File: config.mk
export PLATFORM = sky130hd
export DESIGN_NAME = tone_dev_end_flat
export DESIGN_NICKNAME = d
export VERILOG_FILES = /design/src/rtl/tone_port_pkg.sv /design/src/rtl/tone_port_if.sv /design/src/rtl/tone_dev_end.sv /design/src/flat_wrapper.sv
export VERILOG_INCLUDE_DIRS = /design/src /design/src/rtl
export SDC_FILE = /design/constraint.sdc
export NUM_CORES = 1
export LEC_CHECK = 0
export BUFFER_PORTS_ARGS = -buffer_cell sky130_fd_sc_hd__clkbuf_2
export CAP_MARGIN = 15
export CORE_UTILIZATION = 36
export CTS_CLUSTER_SIZE = 14
export DETAILED_ROUTE_END_ITERATION = 12
export PLACE_DENSITY = 0.63
export SYNTH_ARGS = -nofsm -noshare
export SYNTH_HDL_FRONTEND = slang
export SYNTH_SLANG_ARGS = --single-unit
File: constraint.sdc
create_clock -name i_sys_clk -period 3.7 [get_ports i_sys_clk]
set_clock_uncertainty 0.05 [all_clocks]
set_input_delay 0.185 -clock i_sys_clk [delete_from_list [all_inputs] [get_ports i_sys_clk]]
set_output_delay 0.185 -clock i_sys_clk [all_outputs]
set_load 0.02 [all_outputs]
File: src/rtl/tone_port_defs.svh
// Purpose: constants of the tone transceiver host port
// Assumes: 40 MHz system clock
// Notes:   offsets are register select values
`ifndef TONE_PORT_DEFS_SVH
`define TONE_PORT_DEFS_SVH
`define TP_CLK_NS        25
`define TP_STROBE_NS     100
`define TP_STROBE_CYC    ((`TP_STROBE_NS + `TP_CLK_NS - 1) / `TP_CLK_NS)
`define TP_RS_DATA       1'h0
`define TP_RS_CTRL       1'h1
`define TP_CTRL_TONE_EN  0
`define TP_CTRL_RX_PD    1
`define TP_CTRL_IRQ_EN   2
`define TP_CTRL_CP_MODE  3
`define TP_CTRL_RST      4'h0
`define TP_STAT_IRQ      0
`define TP_STAT_TXDONE   1
`define TP_STAT_DSTEER   2
`define TP_STAT_RXPD     3
`define TP_H_CMD         2'h0
`define TP_H_RDATA       2'h1
`define TP_CMD_RS        4
`define TP_CMD_READ      5
`endif

File: src/rtl/tone_port_pkg.sv
// Purpose: shared types of the tone transceiver host port
// Assumes: constants come from tone_port_defs.svh
// Notes:   host bus sequencer states
package tone_port_pkg;
    typedef logic [3:0] nibble_t;
    typedef enum logic [1:0] {
        H_IDLE   = 2'b00,
        H_SETUP  = 2'b01,
        H_STROBE = 2'b10,
        H_HOLD   = 2'b11
    } host_state_e;
endpackage
File: src/rtl/tone_port_if.sv
// Purpose: pins between the tone transceiver and its host
// Assumes: two-way pins kept as value and enable pairs, read unresolved by both ends
// Notes:   irq and guard pins are open drain / tristate style
`timescale 1ns/10ps
interface tone_port_if;
    logic       chip_sel_n;
    logic       register_select;
    logic       rw_or_wr_n;
    logic       data_strobe_hi;
    logic [3:0] host_nibble_o;
    logic       host_nibble_oe;
    logic [3:0] dev_nibble_o;
    logic       dev_nibble_oe;
    logic       irq_progress_o;
    logic       irq_progress_oe;
    logic       bus_style;
    modport dev (
        input  chip_sel_n, register_select, rw_or_wr_n, data_strobe_hi,
        input  host_nibble_o, host_nibble_oe, bus_style,
        output dev_nibble_o, dev_nibble_oe, irq_progress_o, irq_progress_oe
    );
    modport host (
        output chip_sel_n, register_select, rw_or_wr_n, data_strobe_hi,
        output host_nibble_o, host_nibble_oe, bus_style,
        input  dev_nibble_o, dev_nibble_oe, irq_progress_o, irq_progress_oe
    );
endinterface // tone_port_if

File: src/rtl/tone_dev_end.sv
// Purpose: device end of the tone transceiver host port
// Assumes: pins synchronous to i_sys_clk; detector and burst logic outside
// Notes:   bus style 0 = level r/w with data strobe, 1 = separate strobes
//
// Overview of operation
// - tone pin floats when tone enable low
// - data bus floats outside an active read
// - interrupt mode pulls irq low on burst
// - progress mode irq follows filtered input
// - early steering high on valid pair
// - early steering low on loss of pair
// - steering rising registers pair, updates latch
// - steering low rearms for new pair
// - guard output from early steering, steering
// - host gates chip select with qualifier
// - host toggles chip select every access
// - direction pin: level or write strobe
// - host strobes only during accesses
// - register select decoded with direction
// - timebase from crystal or external clock
// - transmitter, receiver power down separately
// - registered pair latched as 4-bit code
// - irq low while delayed steering flag
// - guard driven high while early steering and steering high
// - both down: tristate bus, irq, tone pins, stop oscillator
`include "tone_port_defs.svh"
`timescale 1ns/10ps
module tone_dev_end (
    input  wire logic                  i_sys_clk,
    input  wire logic                  i_sys_rst,
    tone_port_if.dev                   port,
    input  wire logic                  i_pair_valid,
    input  wire logic [1:0]            i_low_group,
    input  wire logic [1:0]            i_high_group,
    input  wire logic                  i_cp_level,
    input  wire logic                  i_burst_done,
    input  wire logic                  i_steering_in,
    output logic                       o_early_steering_out,
    output logic                       o_guard_time_out,
    output logic                       o_guard_time_oe,
    output logic                       o_tone_output_oe,
    output tone_port_pkg::nibble_t     o_tx_code,
    output logic                       o_tx_power_down,
    output logic                       o_receiver_power_down_bit,
    output logic                       o_osc_run
);
    import tone_port_pkg::*;

    typedef struct packed {
        logic [3:0] ctrl;
        nibble_t    tx_code;
        nibble_t    rx_code;
        nibble_t    rd_nibble;
        nibble_t    wr_nibble;
        logic       wr_sel;
        logic       dsteer;
        logic       txdone;
        logic       early;
        logic       armed;
        logic       steer_prev;
        logic       wr_prev;
        logic       rd_prev;
    } dev_state_s;

    dev_state_s state_reg;
    dev_state_s state_next;

    logic       rd_act;
    logic       wr_act;
    logic       rx_pd;
    logic       tx_pd;
    logic       all_pd;
    logic       reg_pair;
    logic       irq_cause;
    logic       status_rd;
    logic       data_rd;
    logic [3:0] status_nib;

    // pair code: row-major digit numbering, with 0, *, #, A..D, D wrapping
    function automatic nibble_t pair_code(input logic [1:0] lo, input logic [1:0] hi);
        logic [3:0] k;
        k = 4'h0;
        if (hi == 2'h3)
            k = (lo == 2'h3) ? 4'h0 : 4'(4'hD + {2'h0, lo});
        else if (lo == 2'h3)
            k = (hi == 2'h0) ? 4'hB : ((hi == 2'h1) ? 4'hA : 4'hC);
        else
            k = 4'(lo * 3 + hi + 1);
        return k;
    endfunction

    // access decode for both bus styles; chip select always qualifies
    always_comb
    begin
        if (port.bus_style)
        begin
            rd_act = !port.chip_sel_n && !port.data_strobe_hi;
            wr_act = !port.chip_sel_n && !port.rw_or_wr_n;
        end
        else
        begin
            rd_act = !port.chip_sel_n && port.data_strobe_hi && port.rw_or_wr_n;
            wr_act = !port.chip_sel_n && port.data_strobe_hi && !port.rw_or_wr_n;
        end
    end

    // power control from the control register
    assign tx_pd  = !state_reg.ctrl[`TP_CTRL_TONE_EN];
    assign rx_pd  = state_reg.ctrl[`TP_CTRL_RX_PD];
    assign all_pd = tx_pd && rx_pd;

    // a read ends on the strobe falling away; that is when flags clear,
    // so a flag set in either of the last two strobe cycles can vanish before the host has latched it
    assign status_rd = state_reg.rd_prev && !rd_act && (state_reg.wr_sel == `TP_RS_CTRL);
    assign data_rd   = state_reg.rd_prev && !rd_act && (state_reg.wr_sel == `TP_RS_DATA);
    assign reg_pair  = !rx_pd && i_steering_in && !state_reg.steer_prev
                       && state_reg.armed && state_reg.early;

    // next state
    always_comb
    begin
        state_next         = state_reg;
        state_next.rd_prev = rd_act;
        state_next.wr_prev = wr_act;
        state_next.steer_prev = i_steering_in;
        state_next.early      = i_pair_valid && !rx_pd;
        // latch address and data during the strobe, commit at its end
        if (rd_act || wr_act)
            state_next.wr_sel = port.register_select;
        if (wr_act)
            state_next.wr_nibble = port.host_nibble_o;
        if (state_reg.wr_prev && !wr_act)
        begin
            if (state_reg.wr_sel == `TP_RS_CTRL)
                state_next.ctrl = state_reg.wr_nibble;
            else
                state_next.tx_code = state_reg.wr_nibble;
        end
        // read data from flops: receive latch or status
        if (port.register_select == `TP_RS_DATA)
            state_next.rd_nibble = state_reg.rx_code;
        else
            state_next.rd_nibble = status_nib;
        // steering: rearm once below threshold
        if (!i_steering_in)
            state_next.armed = 1'b1;
        // clears first so that a same-cycle set wins
        if (data_rd)
            state_next.dsteer = 1'b0;
        if (status_rd)
            state_next.txdone = 1'b0;
        if (reg_pair)
        begin
            state_next.rx_code = pair_code(i_low_group, i_high_group);
            state_next.dsteer  = 1'b1;
            state_next.armed   = 1'b0;
        end
        if (i_burst_done && !tx_pd)
            state_next.txdone = 1'b1;
    end

    // status nibble seen at register select 1 on reads
    always_comb
    begin
        status_nib                = 4'h0;
        status_nib[`TP_STAT_IRQ]    = irq_cause;
        status_nib[`TP_STAT_TXDONE] = state_reg.txdone;
        status_nib[`TP_STAT_DSTEER] = state_reg.dsteer;
        status_nib[`TP_STAT_RXPD]   = rx_pd;
    end

    assign irq_cause = state_reg.dsteer || state_reg.txdone;

    // open drain irq: only ever drives low
    always_comb
    begin
        port.irq_progress_o  = 1'b0;
        port.irq_progress_oe = 1'b0;
        if (!all_pd)
        begin
            if (state_reg.ctrl[`TP_CTRL_CP_MODE])
                port.irq_progress_oe = !rx_pd && !i_cp_level;
            else if (state_reg.ctrl[`TP_CTRL_IRQ_EN])
                port.irq_progress_oe = irq_cause;
        end
    end

    // data bus only driven inside a read; floats otherwise
    assign port.dev_nibble_o  = state_reg.rd_nibble;
    assign port.dev_nibble_oe = rd_act && state_reg.rd_prev && !all_pd;

    // guard: drive low while no pair (resets the rc), drive high once
    // threshold reached with pair held, float while rc charges
    assign o_guard_time_out = state_reg.early;
    assign o_guard_time_oe  = !state_reg.early || i_steering_in;

    assign o_early_steering_out      = state_reg.early;
    assign o_tone_output_oe          = !tx_pd;
    assign o_tx_code                 = state_reg.tx_code;
    assign o_tx_power_down           = tx_pd;
    assign o_receiver_power_down_bit = rx_pd;
    assign o_osc_run                 = !all_pd;

    // one register for all state
    always_ff @(posedge i_sys_clk or posedge i_sys_rst)
    begin
        if (i_sys_rst)
        begin
            state_reg      <= '0;
            state_reg.ctrl <= `TP_CTRL_RST;
        end
        else
        begin
            state_reg <= state_next;
        end
    end

endmodule // tone_dev_end

File: src/flat_wrapper.sv
// flat-port wrapper written by rule: the top's interface ports become plain ports
module tone_dev_end_flat import tone_port_pkg::*;
  (i_sys_clk, i_sys_rst, i_pair_valid, i_low_group, i_high_group, i_cp_level, i_burst_done, i_steering_in, o_early_steering_out, o_guard_time_out, o_guard_time_oe, o_tone_output_oe, o_tx_code, o_tx_power_down, o_receiver_power_down_bit, o_osc_run, port_chip_sel_n, port_register_select, port_rw_or_wr_n, port_data_strobe_hi, port_host_nibble_o, port_host_nibble_oe, port_bus_style, port_dev_nibble_o, port_dev_nibble_oe, port_irq_progress_o, port_irq_progress_oe);
  tone_port_if port_i ();
  input  wire logic i_sys_clk;
  input  wire logic i_sys_rst;
  input  wire logic i_pair_valid;
  input  wire logic [1:0] i_low_group;
  input  wire logic [1:0] i_high_group;
  input  wire logic i_cp_level;
  input  wire logic i_burst_done;
  input  wire logic i_steering_in;
  output logic o_early_steering_out;
  output logic o_guard_time_out;
  output logic o_guard_time_oe;
  output logic o_tone_output_oe;
  output tone_port_pkg::nibble_t o_tx_code;
  output logic o_tx_power_down;
  output logic o_receiver_power_down_bit;
  output logic o_osc_run;
  input wire logic [$bits(port_i.chip_sel_n)-1:0] port_chip_sel_n;
  input wire logic [$bits(port_i.register_select)-1:0] port_register_select;
  input wire logic [$bits(port_i.rw_or_wr_n)-1:0] port_rw_or_wr_n;
  input wire logic [$bits(port_i.data_strobe_hi)-1:0] port_data_strobe_hi;
  input wire logic [$bits(port_i.host_nibble_o)-1:0] port_host_nibble_o;
  input wire logic [$bits(port_i.host_nibble_oe)-1:0] port_host_nibble_oe;
  input wire logic [$bits(port_i.bus_style)-1:0] port_bus_style;
  output wire logic [$bits(port_i.dev_nibble_o)-1:0] port_dev_nibble_o;
  output wire logic [$bits(port_i.dev_nibble_oe)-1:0] port_dev_nibble_oe;
  output wire logic [$bits(port_i.irq_progress_o)-1:0] port_irq_progress_o;
  output wire logic [$bits(port_i.irq_progress_oe)-1:0] port_irq_progress_oe;
  assign port_i.chip_sel_n = port_chip_sel_n;
  assign port_i.register_select = port_register_select;
  assign port_i.rw_or_wr_n = port_rw_or_wr_n;
  assign port_i.data_strobe_hi = port_data_strobe_hi;
  assign port_i.host_nibble_o = port_host_nibble_o;
  assign port_i.host_nibble_oe = port_host_nibble_oe;
  assign port_i.bus_style = port_bus_style;
  assign port_dev_nibble_o = port_i.dev_nibble_o;
  assign port_dev_nibble_oe = port_i.dev_nibble_oe;
  assign port_irq_progress_o = port_i.irq_progress_o;
  assign port_irq_progress_oe = port_i.irq_progress_oe;
  tone_dev_end u_core (.i_sys_clk(i_sys_clk), .i_sys_rst(i_sys_rst), .port(port_i), .i_pair_valid(i_pair_valid), .i_low_group(i_low_group), .i_high_group(i_high_group), .i_cp_level(i_cp_level), .i_burst_done(i_burst_done), .i_steering_in(i_steering_in), .o_early_steering_out(o_early_steering_out), .o_guard_time_out(o_guard_time_out), .o_guard_time_oe(o_guard_time_oe), .o_tone_output_oe(o_tone_output_oe), .o_tx_code(o_tx_code), .o_tx_power_down(o_tx_power_down), .o_receiver_power_down_bit(o_receiver_power_down_bit), .o_osc_run(o_osc_run));
endmodule
Word-level counts from Yosys, hierarchy flattened
Index checks and enable logic that the tools add are counted.

Bits in registers: 28. Input bits: 20.

$mul: 1. Add/sub/neg operators: 3. Eq/ne operators: 4. Bitwise logic cells: 1. Muxes and demuxes: 17. Reduce and logical (&&, ||, !) cells: 38.

Operators with widths (count): 4-bit two-way mux (5); 1-bit logical AND (19); 1-bit logical NOT (11); 1-bit two-way mux (11); 3-bit by 3-bit adder with 4-bit output (first input constant) (1); 4-bit by 1-bit adder with 4-bit output (second input constant) (1); 4-bit by 2-bit adder with 4-bit output (1); 2-bit equality test (second input constant) (2); 2-bit by 2-bit multiplier with 4-bit output (second input constant) (1); 2-bit AND reduction (2); 2-bit nonzero test (2); 1-bit logical OR (3); 3-bit two-way mux (1); 2-bit by 1-bit equality test with 1-bit output (second input constant) (1); 2-bit logical NOT (1); 2-bit by 1-bit inequality test with 1-bit output (second input constant) (1); 1-bit inverter (1).

Depth between registers and ports, before layout
Gate-level depths: netlist (run 1).

Depth after elaboration: 9. Mapped depth: 7.

Worst setup path before layout (run 1)
Ideal clock, no wire load.

Path type: input to register. Start: input i_low_group[0]. End: register u_core.state_reg[17] (netlist bit). Arrival: 1667 ps. Setup slack: 1859 ps. Stages: 4. Path through: fa_1 > fa_1 > a211o_1 > mux2_2.

Word-level cells in the longest chain between the ends: 5. Elaborated cells on any way between the ends: 8. Classes of those cells: 3 x add/sub; 1 x mul; 1 x eq/ne; 3 x mux.

RTL lines: start: declaration (RTL line flat_wrapper.sv:8) `input wire logic [1:0] i_low_group;`; 2-bit by 2-bit multiplier with 4-bit output (RTL line tone_dev_end.sv:88) `k = 4'(lo * 3 + hi + 1);`; 4-bit by 2-bit adder with 4-bit output (RTL line tone_dev_end.sv:88); 4-bit by 1-bit adder with 4-bit output (RTL line tone_dev_end.sv:88); 4-bit two-way mux (RTL line tone_dev_end.sv:85) `else if (lo == 2'h3)`; 4-bit two-way mux (*) (RTL line tone_dev_end.sv:83) `if (hi == 2'h3)`; end signal: assignment (RTL line tone_dev_end.sv:214) `state_reg <= state_next;`; end: declaration (RTL line tone_dev_end.sv:65) `dev_state_s state_reg;`.

Every way passes the cells marked *; elsewhere a longest branch is shown, timed or not. A chain may end at the register's enable or synchronous reset.

Final worst setup path (run 1)
Same ends and word-level chain as after synthesis.

==> results of run 1 <==
-- cell type report --
type,count,area [µm²],area share [%]
timing repair buffer,37,212.7,12.38
sequential,28,700.7,40.79
tap,48,60.06,3.496
clock buffer,4,55.05,3.205
inverter,10,37.54,2.185
multi-input combinational,77,651.9,37.95
-- placed cells by master, fill, tap and decap left out, drive strengths merged, types with 4 or more instances in the layout --
master,count
nand2,4
nand2b,4
clkbuf,39
mux2,18
inv,10
ha,4
o21ai,4
nor2,4
a21oi,4
a21o,4
dfrtp,28
-- worst max-delay path, cell delays in order --
cell and delay, ps:
clkbuf_2 130, fa_1 610, fa_1 440, a211o_1 270
mux2_2 260
-- per-stage QoR --
stage	setup WS [ps]	power, mW	instance area (µm²)	instances
6_report	1933	1.033	1718	204
5_1_grt	1911	1.103	1718	204
4_1_cts	1950	1.044	1680	202
3_5_place_dp	1654	0.8575	1625	198
3_3_place_gp	1686	0.8462	1625	198
2_1_floorplan	1859	0.7865	1485	129
-- power by group through the flow --
stage                     sequential (mW)  combinational [mW]  clock, mW
final                               0.475               0.375      0.184
after global routing                0.489               0.410      0.204
after CTS                           0.477               0.376      0.191
after detailed placement            0.484               0.374          0
after global placement              0.477               0.369          0
after floorplan                     0.475               0.311          0
-- worst max-delay path by stage --
| stage | from | endpoint | slack, ps | depth (start not counted) |
|---|---|---|---|---|
| 6_report | i_low_group[0] | u_core.state_reg[17] | 1930 | 5 |
| 4_1_cts | i_low_group[0] | u_core.state_reg[17] | 1950 | 5 |
| 5_1_grt | i_high_group[1] | u_core.state_reg[17] | 1910 | 5 |
| 3_3_place_gp | i_low_group[0] | u_core.state_reg[17] | 1690 | 5 |
| 2_1_floorplan | i_low_group[0] | u_core.state_reg[17] | 1860 | 4 |
| 3_5_place_dp | i_low_group[0] | u_core.state_reg[17] | 1650 | 5 |
-- kinds of logic (layout without fill, tap and decap cells) --
logic type	after synthesis	count (layout)
flops	28	28
simple gates	27	27
buf+inv	24	51
compound gates	23	23
mux	18	18
fa+ha+maj	6	6
xor+xnor	2	2
other cells	1	1
-- metal layers --
layer	up-vias	global-route usage (%)
met5	-	0
met4	0	3.989
met3	2	3.103
met2	23	21.81
met1	480	14.05
li1	489	-
==> flow_metrics.tcl, run 1 <==
set metrics [dict create \
    status "finished clean" \
    clk_latency_ps 270 \
    die_w_um 66.23 \
    drt-met1-wl_mm 1.148 \
    rr_endpoint "u_core.state_reg[19]" \
    hold_path_class "input port to flip-flop" \
    ir_drop_uv 319.3 \
    die_area_um2 4386 \
    path_clk_slew_ps 90 \
    async_flop_share_pct 100.0 \
    yosys_warnings 0 \
    seqPwrFrac_pct 46.0 \
    cts_resized 0 \
    wl_per_cell_um 12.47 \
    synth_seq_cells 28 \
    synth-simple-area-share_pct 10.45 \
    synth.top_cell.area_share_pct 47.18 \
    worstHoldPathCells 1 \
    swShare_pct 34.88 \
    maxSlewViolCount 0 \
    first_iter_violations 22 \
    coreArea_um2 3799 \
    grt_pass1_wl_mm 4.022 \
    utilization_pct 45.22 \
    ys_top_cells_by_area "dfrtp_1 (47%), mux2_2 (11%), buf_4 (5.1%)" \
    hpwl_mm 1.981 \
    initial_core_util_pct 39.10 \
    gp_congestion 0.8504 \
    io_buffer_count 35 \
    synth_top_family_by_area "multiplexers" \
    finalHoldViolCount 0 \
    final_nets 183 \
    synth_top_flop_cell "dfrtp_1" \
    rsz0062_at_grt "false" \
    fin_crit_sh_pct 47.76 \
    h-tree-depth 1 \
    drtPass1Iterations 4 \
    setup-tns-final_ps 0 \
    p_sw_mw 0.3604 \
    route.vias.total 994 \
    grt_usage_pct 12.20 \
    rows 22 \
    reg2reg_slack_ps 2080 \
    synth_area_per_cell_um2 11.51 \
    drt_wl_total_mm 2.544 \
    drv_cap 0 \
    wl_met2_mm 1.278 \
    rr_startpoint "u_core.o_receiver_power_down_bit" \
    muxShareOfSynthArea_pct 14.66 \
    critPathKind "input port to flip-flop" \
    n_fill_cell 372 \
    layout-drive-gt1-share_pct 38.46 \
    synth_xor_xnor_area_share_pct 1.179 \
    holdWs_ps 5.831 \
    r2r_cells 3 \
    cts_tree "built" \
    fmax_ghz 0.5658 \
    ys_types 33 \
    drc 0 \
    cts_buffers 3 \
    finalSetupViolCount 0 \
    synth_compound_area_share_pct 11.29 \
    synth.net_count 155 \
    path_max_fanout 4 \
    post_drt_via_cell_ratio 4.873 \
    met3_length_um 97 \
    die_height_um 66.23 \
    worstHoldStart "i_steering_in" \
    power.density_nw_per_um2 601.5 \
    worstMarginPinSlew_ps 534.7 \
    grt_max_degree 29 \
    ios 38 \
    root_buffer "clkbuf_8" \
    cts_hold_buf 0 \
    p_int_mw 0.6729 \
    syn_inst 129 \
    post-cts-setup-buffers 0 \
    synth-edff-count 0 \
    yosysTopAreaCell "dfrtp_1" \
    antenna_found_initial 0 \
    grt_pass1_vias 908 \
    syn_to_final_growth_pct 15.67 \
    power_frac_clock_pct 17.8 \
    end_kind "flip-flop" \
    cts_sinks 28 \
    cts_buffer_depth 2 \
    combPwrFrac_pct 36.2 \
    ys_seq_area_share_pct 47.18 \
    ant_nets 0 \
    hold_path_end "u_core.state_reg[2]" \
    layout_min_cycle_time_ps 1767 \
    cp_data_arrival_time_ps 1880 \
    crit_required_ps 3810 \
    largest_register_ffs 17 \
    netlist_area_um2 1485 \
    synth_common_cells "dfrtp_1 (28), mux2_2 (14), buf_4 (10), inv_1 (10)" \
    top_layer "met4" \
    slew_headroom_pct 64.31 \
    synthAdderAreaFrac_pct 6.066 \
    grt_remaining_overflow 0 \
    diodes 0 \
    cp-start-kind "input port" \
    leakagePower_nw 0.8594 \
    yosys.cell_count.top_type "dfrtp_1" \
]
(Power assumes the default switching activity.)
==> run 2, diff against run 1 <==
Settings changed: ABC_AREA from default to 1.
Clock period 3.7 ns to 1.8 ns, I/O delays scaled along.
==> run 2 against run 1 <==
Against the previous run: worst hold slack improved by 48 ps; register-to-register slack got worse by 1500 ps; die area decreased by 0.90%; synthesized cell count up 37%; worst setup slack got worse by 1600 ps; cell area up 2.0%; count of clock-buffer cells in the layout unchanged; non-clock buffer count up 7; first-iteration DRC count up 41%; power is 92% higher; critical path type is now flip-flop to output pin; critical endpoint is now port_irq_progress_oe; largest cell class unchanged.
==> flow_metrics.tcl, run 2 <==
set metrics [dict create \
    multi_input_area_um2 591.8 \
    ys_seq_area_share_pct 47.62 \
    syn_to_final_growth_pct 19.13 \
    hold_path_class "input port to flip-flop" \
    initial_core_util_pct 38.74 \
    drt_wl_total_mm 2.581 \
    setup_slack_ps 342.4 \
    fmax_ghz 0.6861 \
    cp_slowest_stage_delay_ps 490 \
    rsz0062_at_grt "false" \
    route.vias.total 1163 \
    io_buffer_count 35 \
    maxSlewViolCount 0 \
    ir_drop_uv 308.7 \
    h-tree-depth 1 \
    ios 38 \
    path_clk_slew_ps 90 \
    ant_nets 0 \
    crit_start "u_core.o_receiver_power_down_bit" \
    regArea_um2 700.7 \
    n_fill_cell 406 \
    finalSetupViolCount 0 \
    cts_buffers 3 \
    coreArea_um2 3799 \
    diodes 0 \
    hpwl_mm 1.966 \
    antenna_found_initial 0 \
    grt_remaining_overflow 0 \
    yosys.cell_count.top_type "nand2_1" \
    final_cell_mix "nand2_1 (63), clkbuf_2 (35), dfrtp_1 (28)" \
    synth_top_flop_cell "dfrtp_1" \
    cts_tree "built" \
    drc 0 \
    root_buffer "clkbuf_8" \
    finalHoldViolCount 0 \
    die_height_um 65.93 \
    leakagePower_nw 0.9956 \
    cts_sinks 28 \
    drtPass1Iterations 4 \
    end_kind "output pin" \
    final_common_cell "nand2_1" \
    synth_seq_cells 28 \
    cpMaxStageDelayCell "dfrtp_1" \
    instances_no_fill 260 \
    fin_crit_sh_pct 80.98 \
    grt_pass1_vias 1046 \
    ys_types 26 \
    critPathKind "flip-flop to output pin" \
    async_flop_share_pct 100.0 \
    gp_congestion 0.8137 \
    worstHoldStart "port_register_select" \
    final_nets 239 \
    layout_min_cycle_time_ps 1458 \
    rr_startpoint "u_core.o_receiver_power_down_bit" \
    cp_data_arrival_time_ps 1320 \
    crit_required_ps 1660 \
    largest_register_ffs 17 \
    cts_buffer_depth 2 \
    layout-drive-gt1-share_pct 23.11 \
    die_w_um 65.93 \
    critical_path.cell_chain "inv_1, nor2_1, o22ai_1, o21a_1, clkbuf_2" \
    clk_latency_ps 270 \
    holdWs_ps 53.59 \
    pre_cts_ws_ps 109.5 \
    syn_inst 177 \
    synth_common_cells "nand2_1 (63), dfrtp_1 (28), inv_1 (21)" \
    grt_usage_pct 13.95 \
    synth_area_per_cell_um2 8.313 \
    grt_max_degree 29 \
    path_max_fanout 7 \
    first_iter_violations 31 \
    cp-start-kind "flip-flop" \
    yosysTopAreaCell "dfrtp_1" \
    die_area_um2 4347 \
    power.density_nw_per_um2 1132 \
    utilization_pct 46.15 \
    synth-edff-count 0 \
    grt_pass1_wl_mm 4.595 \
    yosys_warnings 0 \
    setup-tns-final_ps 0 \
    netlist_area_um2 1471 \
    wl_per_cell_um 9.927 \
    ys_top_cells_by_area "dfrtp_1 (48%), nand2_1 (16%), inv_1 (5.4%)" \
    placed_cells 248 \
    drv_cap 0 \
    synth.top_cell.area_share_pct 47.62 \
    synth.net_count 203 \
    status "finished clean" \
    rows 22 \
    post_drt_via_cell_ratio 4.473 \
]
run 2: cell types whose count changed in the layout (fill, tap and decap cells not counted), sizes merged, moves of 3 or more:
cell,change
and3,-3
a21o,-4
inv,+12
nand3,+6
nor2b,-3
mux2,-17
nand2b,-4
nor2,+12
dlygate4sd3,+7
nand4,+8
nand2,+60
run 2: repair_timing:
action,4_1_cts,5_1_grt
hold buffers,8,0
endpoints found under the hold margin,35,0
gates resized for setup,0,0
buffers inserted,0,0
run 2: logic make-up after synthesis:
kind of cell    share of synthesized area (%)
buf+inv                                 12.16
flops                                   47.62
fa+ha+maj                               6.123
mux                                    0.7653
simple gates                            28.40
other cells                            0.2549
compound gates                          4.676
run 2: final cells by class:
class	instances	share of cell area (%)
timing repair buffer	44	14.99
tap	48	3.426
clock buffer	4	3.141
inverter	22	4.711
sequential	28	39.97
multi-input combinational	114	33.76
run 2: power breakdown:
group / switching (mW) / internal, mW / total [mW]
registers: 0.125 / 0.813 / 0.938
clock network: 0.184 / 0.196 / 0.380
logic: 0.411 / 0.255 / 0.666
run 2: through the flow:
step | area (µm²) | power (mW)
finish | 1753 | 1.984
global route | 1753 | 2.143
CTS | 1753 | 2.008
detailed placement | 1618 | 1.613
global placement | 1618 | 1.602
floorplan | 1471 | 1.488
run 2: path summary, 6_finish.rpt:
kind	endpoint	slack (ps)	cells past startpoint
hold / removal	u_core.port.dev_nibble_o[0]	50	2
max in group asynchronous	u_core.state_reg[16]	1100	4
hold reg to reg	u_core.state_reg[26]	430	2
setup reg to reg	u_core.state_reg[18]	580	4
min in group asynchronous	u_core.o_tone_output_oe	350	4
setup / recovery	port_irq_progress_oe	340	5
run 2: routing by layer:
metal | share of wire (%) | track usage [%]
met1 | 52 | 20.24
met3 | 5.5 | 1.724
met2 | 39 | 19.77
met5 | 0 | 0
met4 | 2.5 | 7.979
run 2: worst max-delay path, delay by kind of cell, from the launching register on:
kind,cells,cell delay (ps)
AND/OR/NAND/NOR,1,130
flip-flops,1,490
AO/OA/AOI/OAI,2,200
buffers and inverters,2,220
==> run 3, diff against run 2 <==
Settings changed: PLACE_DENSITY 0.63 to 0.65.
Clock period 1.8 ns to 1.3 ns, I/O delays scaled along.
==> run 3 against run 2 <==
Against the previous run: the run now ends with negative setup slack left; sequential share of layout area down 2.5 points; worst setup slack worse by 360 ps; final cell count increased by 3.8%; count of clock-buffer cells in the layout unchanged; clock power increased by 37%; register-to-register slack lost 490 ps; combinational power rose by 62%; cell area grew 6.9%; non-clock buffer count is 9 higher; via count rose by 5.3%; wire length up 6.8%; worst hold slack got worse by 10 ps; critical endpoint unchanged; largest cell class unchanged.
==> flow_metrics.tcl, run 3 (same netlist as run 2, synthesis figures left out) <==
set metrics [dict create \
    status "complete, but fails checks" \
    violations "negative setup slack" \
    leakagePower_nw 1.050 \
    cts_tree "built" \
    worstHoldStart "port_register_select" \
    h-tree-depth 1 \
    ios 38 \
    layout_min_cycle_time_ps 1317 \
    r2r_cells 5 \
    grt_pass1_vias 1139 \
    final_common_cell "nand2_1" \
    maxSlewViolCount 0 \
    setup_slack_ps -16.84 \
    fmax_ghz 0.7594 \
    ant_nets 0 \
    fin_crit_sh_pct 101.3 \
    cts_buffers 3 \
    crit_required_ps 1190 \
    drt_wl_total_mm 2.756 \
    drv_cap 0 \
    antenna_found_initial 0 \
    cts_buffer_depth 2 \
    grt_pass1_wl_mm 4.705 \
    hpwl_mm 1.956 \
    syn_to_final_growth_pct 27.30 \
    final_nets 249 \
    layout-drive-gt1-share_pct 29.28 \
    hold_path_class "input port to flip-flop" \
    diodes 0 \
    worstHoldPathCells 2 \
    route.vias.total 1225 \
    path_max_fanout 3 \
    gp_congestion 0.8119 \
    cp-start-kind "flip-flop" \
    reg2reg_slack_ps 90 \
    post_drt_via_cell_ratio 4.537 \
    hold_path_end "u_core.port.dev_nibble_o[0]" \
    cp_data_arrival_time_ps 1200 \
    die_height_um 65.93 \
    wl_per_cell_um 10.21 \
    rows 22 \
    grt_max_degree 29 \
    n_fill_cell 385 \
    rsz0062_at_grt "true" \
    largest_register_ffs 17 \
    finalHoldViolCount 0 \
    rr_startpoint "u_core.o_receiver_power_down_bit" \
    final_cell_mix "nand2_1 (62), clkbuf_2 (32), dfrtp_1 (27)" \
    drtPass1Iterations 4 \
    end_kind "output pin" \
    first_iter_violations 52 \
    path_clk_slew_ps 90 \
    grt_usage_pct 14.01 \
    io_buffer_count 35 \
    grt_remaining_overflow 0 \
    power.density_nw_per_um2 1541 \
    coreArea_um2 3799 \
    initial_core_util_pct 38.74 \
    drc 0 \
    finalSetupViolCount 1 \
    critPathKind "flip-flop to output pin" \
    rr_endpoint "u_core.state_reg[18]" \
    power_mw 2.887 \
    ir_drop_uv 728.2 \
    cts_sinks 28 \
    clk_latency_ps 270 \
    die_w_um 65.93 \
    root_buffer "clkbuf_8" \
    die_area_um2 4347 \
    setup-tns-final_ps -16.84 \
]
run 3: changes by cell type in the layout (fill, tap and decap cells not counted), sizes merged:
cell / before / now
buf: 1 / 12
clkbuf: 39 / 37
nand3: 7 / 8
run 3: worst max path at each step:
stage                                                 from                   end  slack, ps  cells after the start
final                     u_core.o_receiver_power_down_bit  port_irq_progress_oe        -20                      5
after global routing      u_core.o_receiver_power_down_bit  port_irq_progress_oe       -100                      5
after CTS                 u_core.o_receiver_power_down_bit  port_irq_progress_oe        -20                      5
after detailed placement                   i_high_group[1]  u_core.state_reg[18]       -290                      8
after global placement                     i_high_group[1]  u_core.state_reg[18]       -280                      8
after floorplan                            i_high_group[1]  u_core.state_reg[17]       -140                      6
run 3: area by class of cell:
class / instances / area [µm²] / share of cell area, %
Clock buffer: 4 / 55.05 / 2.939
Tap cell: 48 / 60.06 / 3.206
Timing Repair Buffer: 53 / 347.8 / 18.57
Sequential cell: 28 / 701.9 / 37.47
Inverter: 22 / 82.58 / 4.409
Multi-Input combinational cell: 115 / 625.6 / 33.40
run 3: per-stage QoR:
step | instances | util, % | hold WS (ps) | worst slack, ps | area, µm²
floorplan | 177 | - | 46.43 | -142.5 | 1474
global placement | 255 | 44.04 | 78.64 | -278.4 | 1673
detailed placement | 255 | 44.04 | 83.06 | -291.3 | 1673
CTS | 268 | 48.12 | 32.62 | -15.39 | 1828
global route | 270 | 49.31 | 44.49 | -99.59 | 1873
finish | 270 | 49.31 | 43.39 | -16.84 | 1873
run 3: what timing repair did:
action / 4_1_cts / 5_1_grt
resized for setup: 4 / 9
pin swaps: 2 / 7
hold buffers: 8 / 0
cloned: 0 / 1
endpoints found under the hold margin: 35 / 0
buffers inserted: 1 / 1
setup endpoints to repair: 4 / 7
run 3: metal layers:
layer / wire [µm] / part of all wire [%] / GRT usage (%)
met1: 1405 / 51 / 18.13
met5: 0 / 0 / 0
met3: 109 / 4.0 / 3.103
met2: 1209 / 44 / 23.34
met4: 31 / 1.1 / 3.989
run 3: worst max-delay path: stages (launching register included):
cell and delay, ps:
dfrtp_2 450, inv_2 60, nor2_2 40, o22ai_2 100, o21a_1 150, clkbuf_8 140
run 3: power by group:
group	internal (mW)	switching [mW]
logic	0.452	0.627
clock network	0.271	0.250
registers	1.13	0.159
total	1.85	1.04
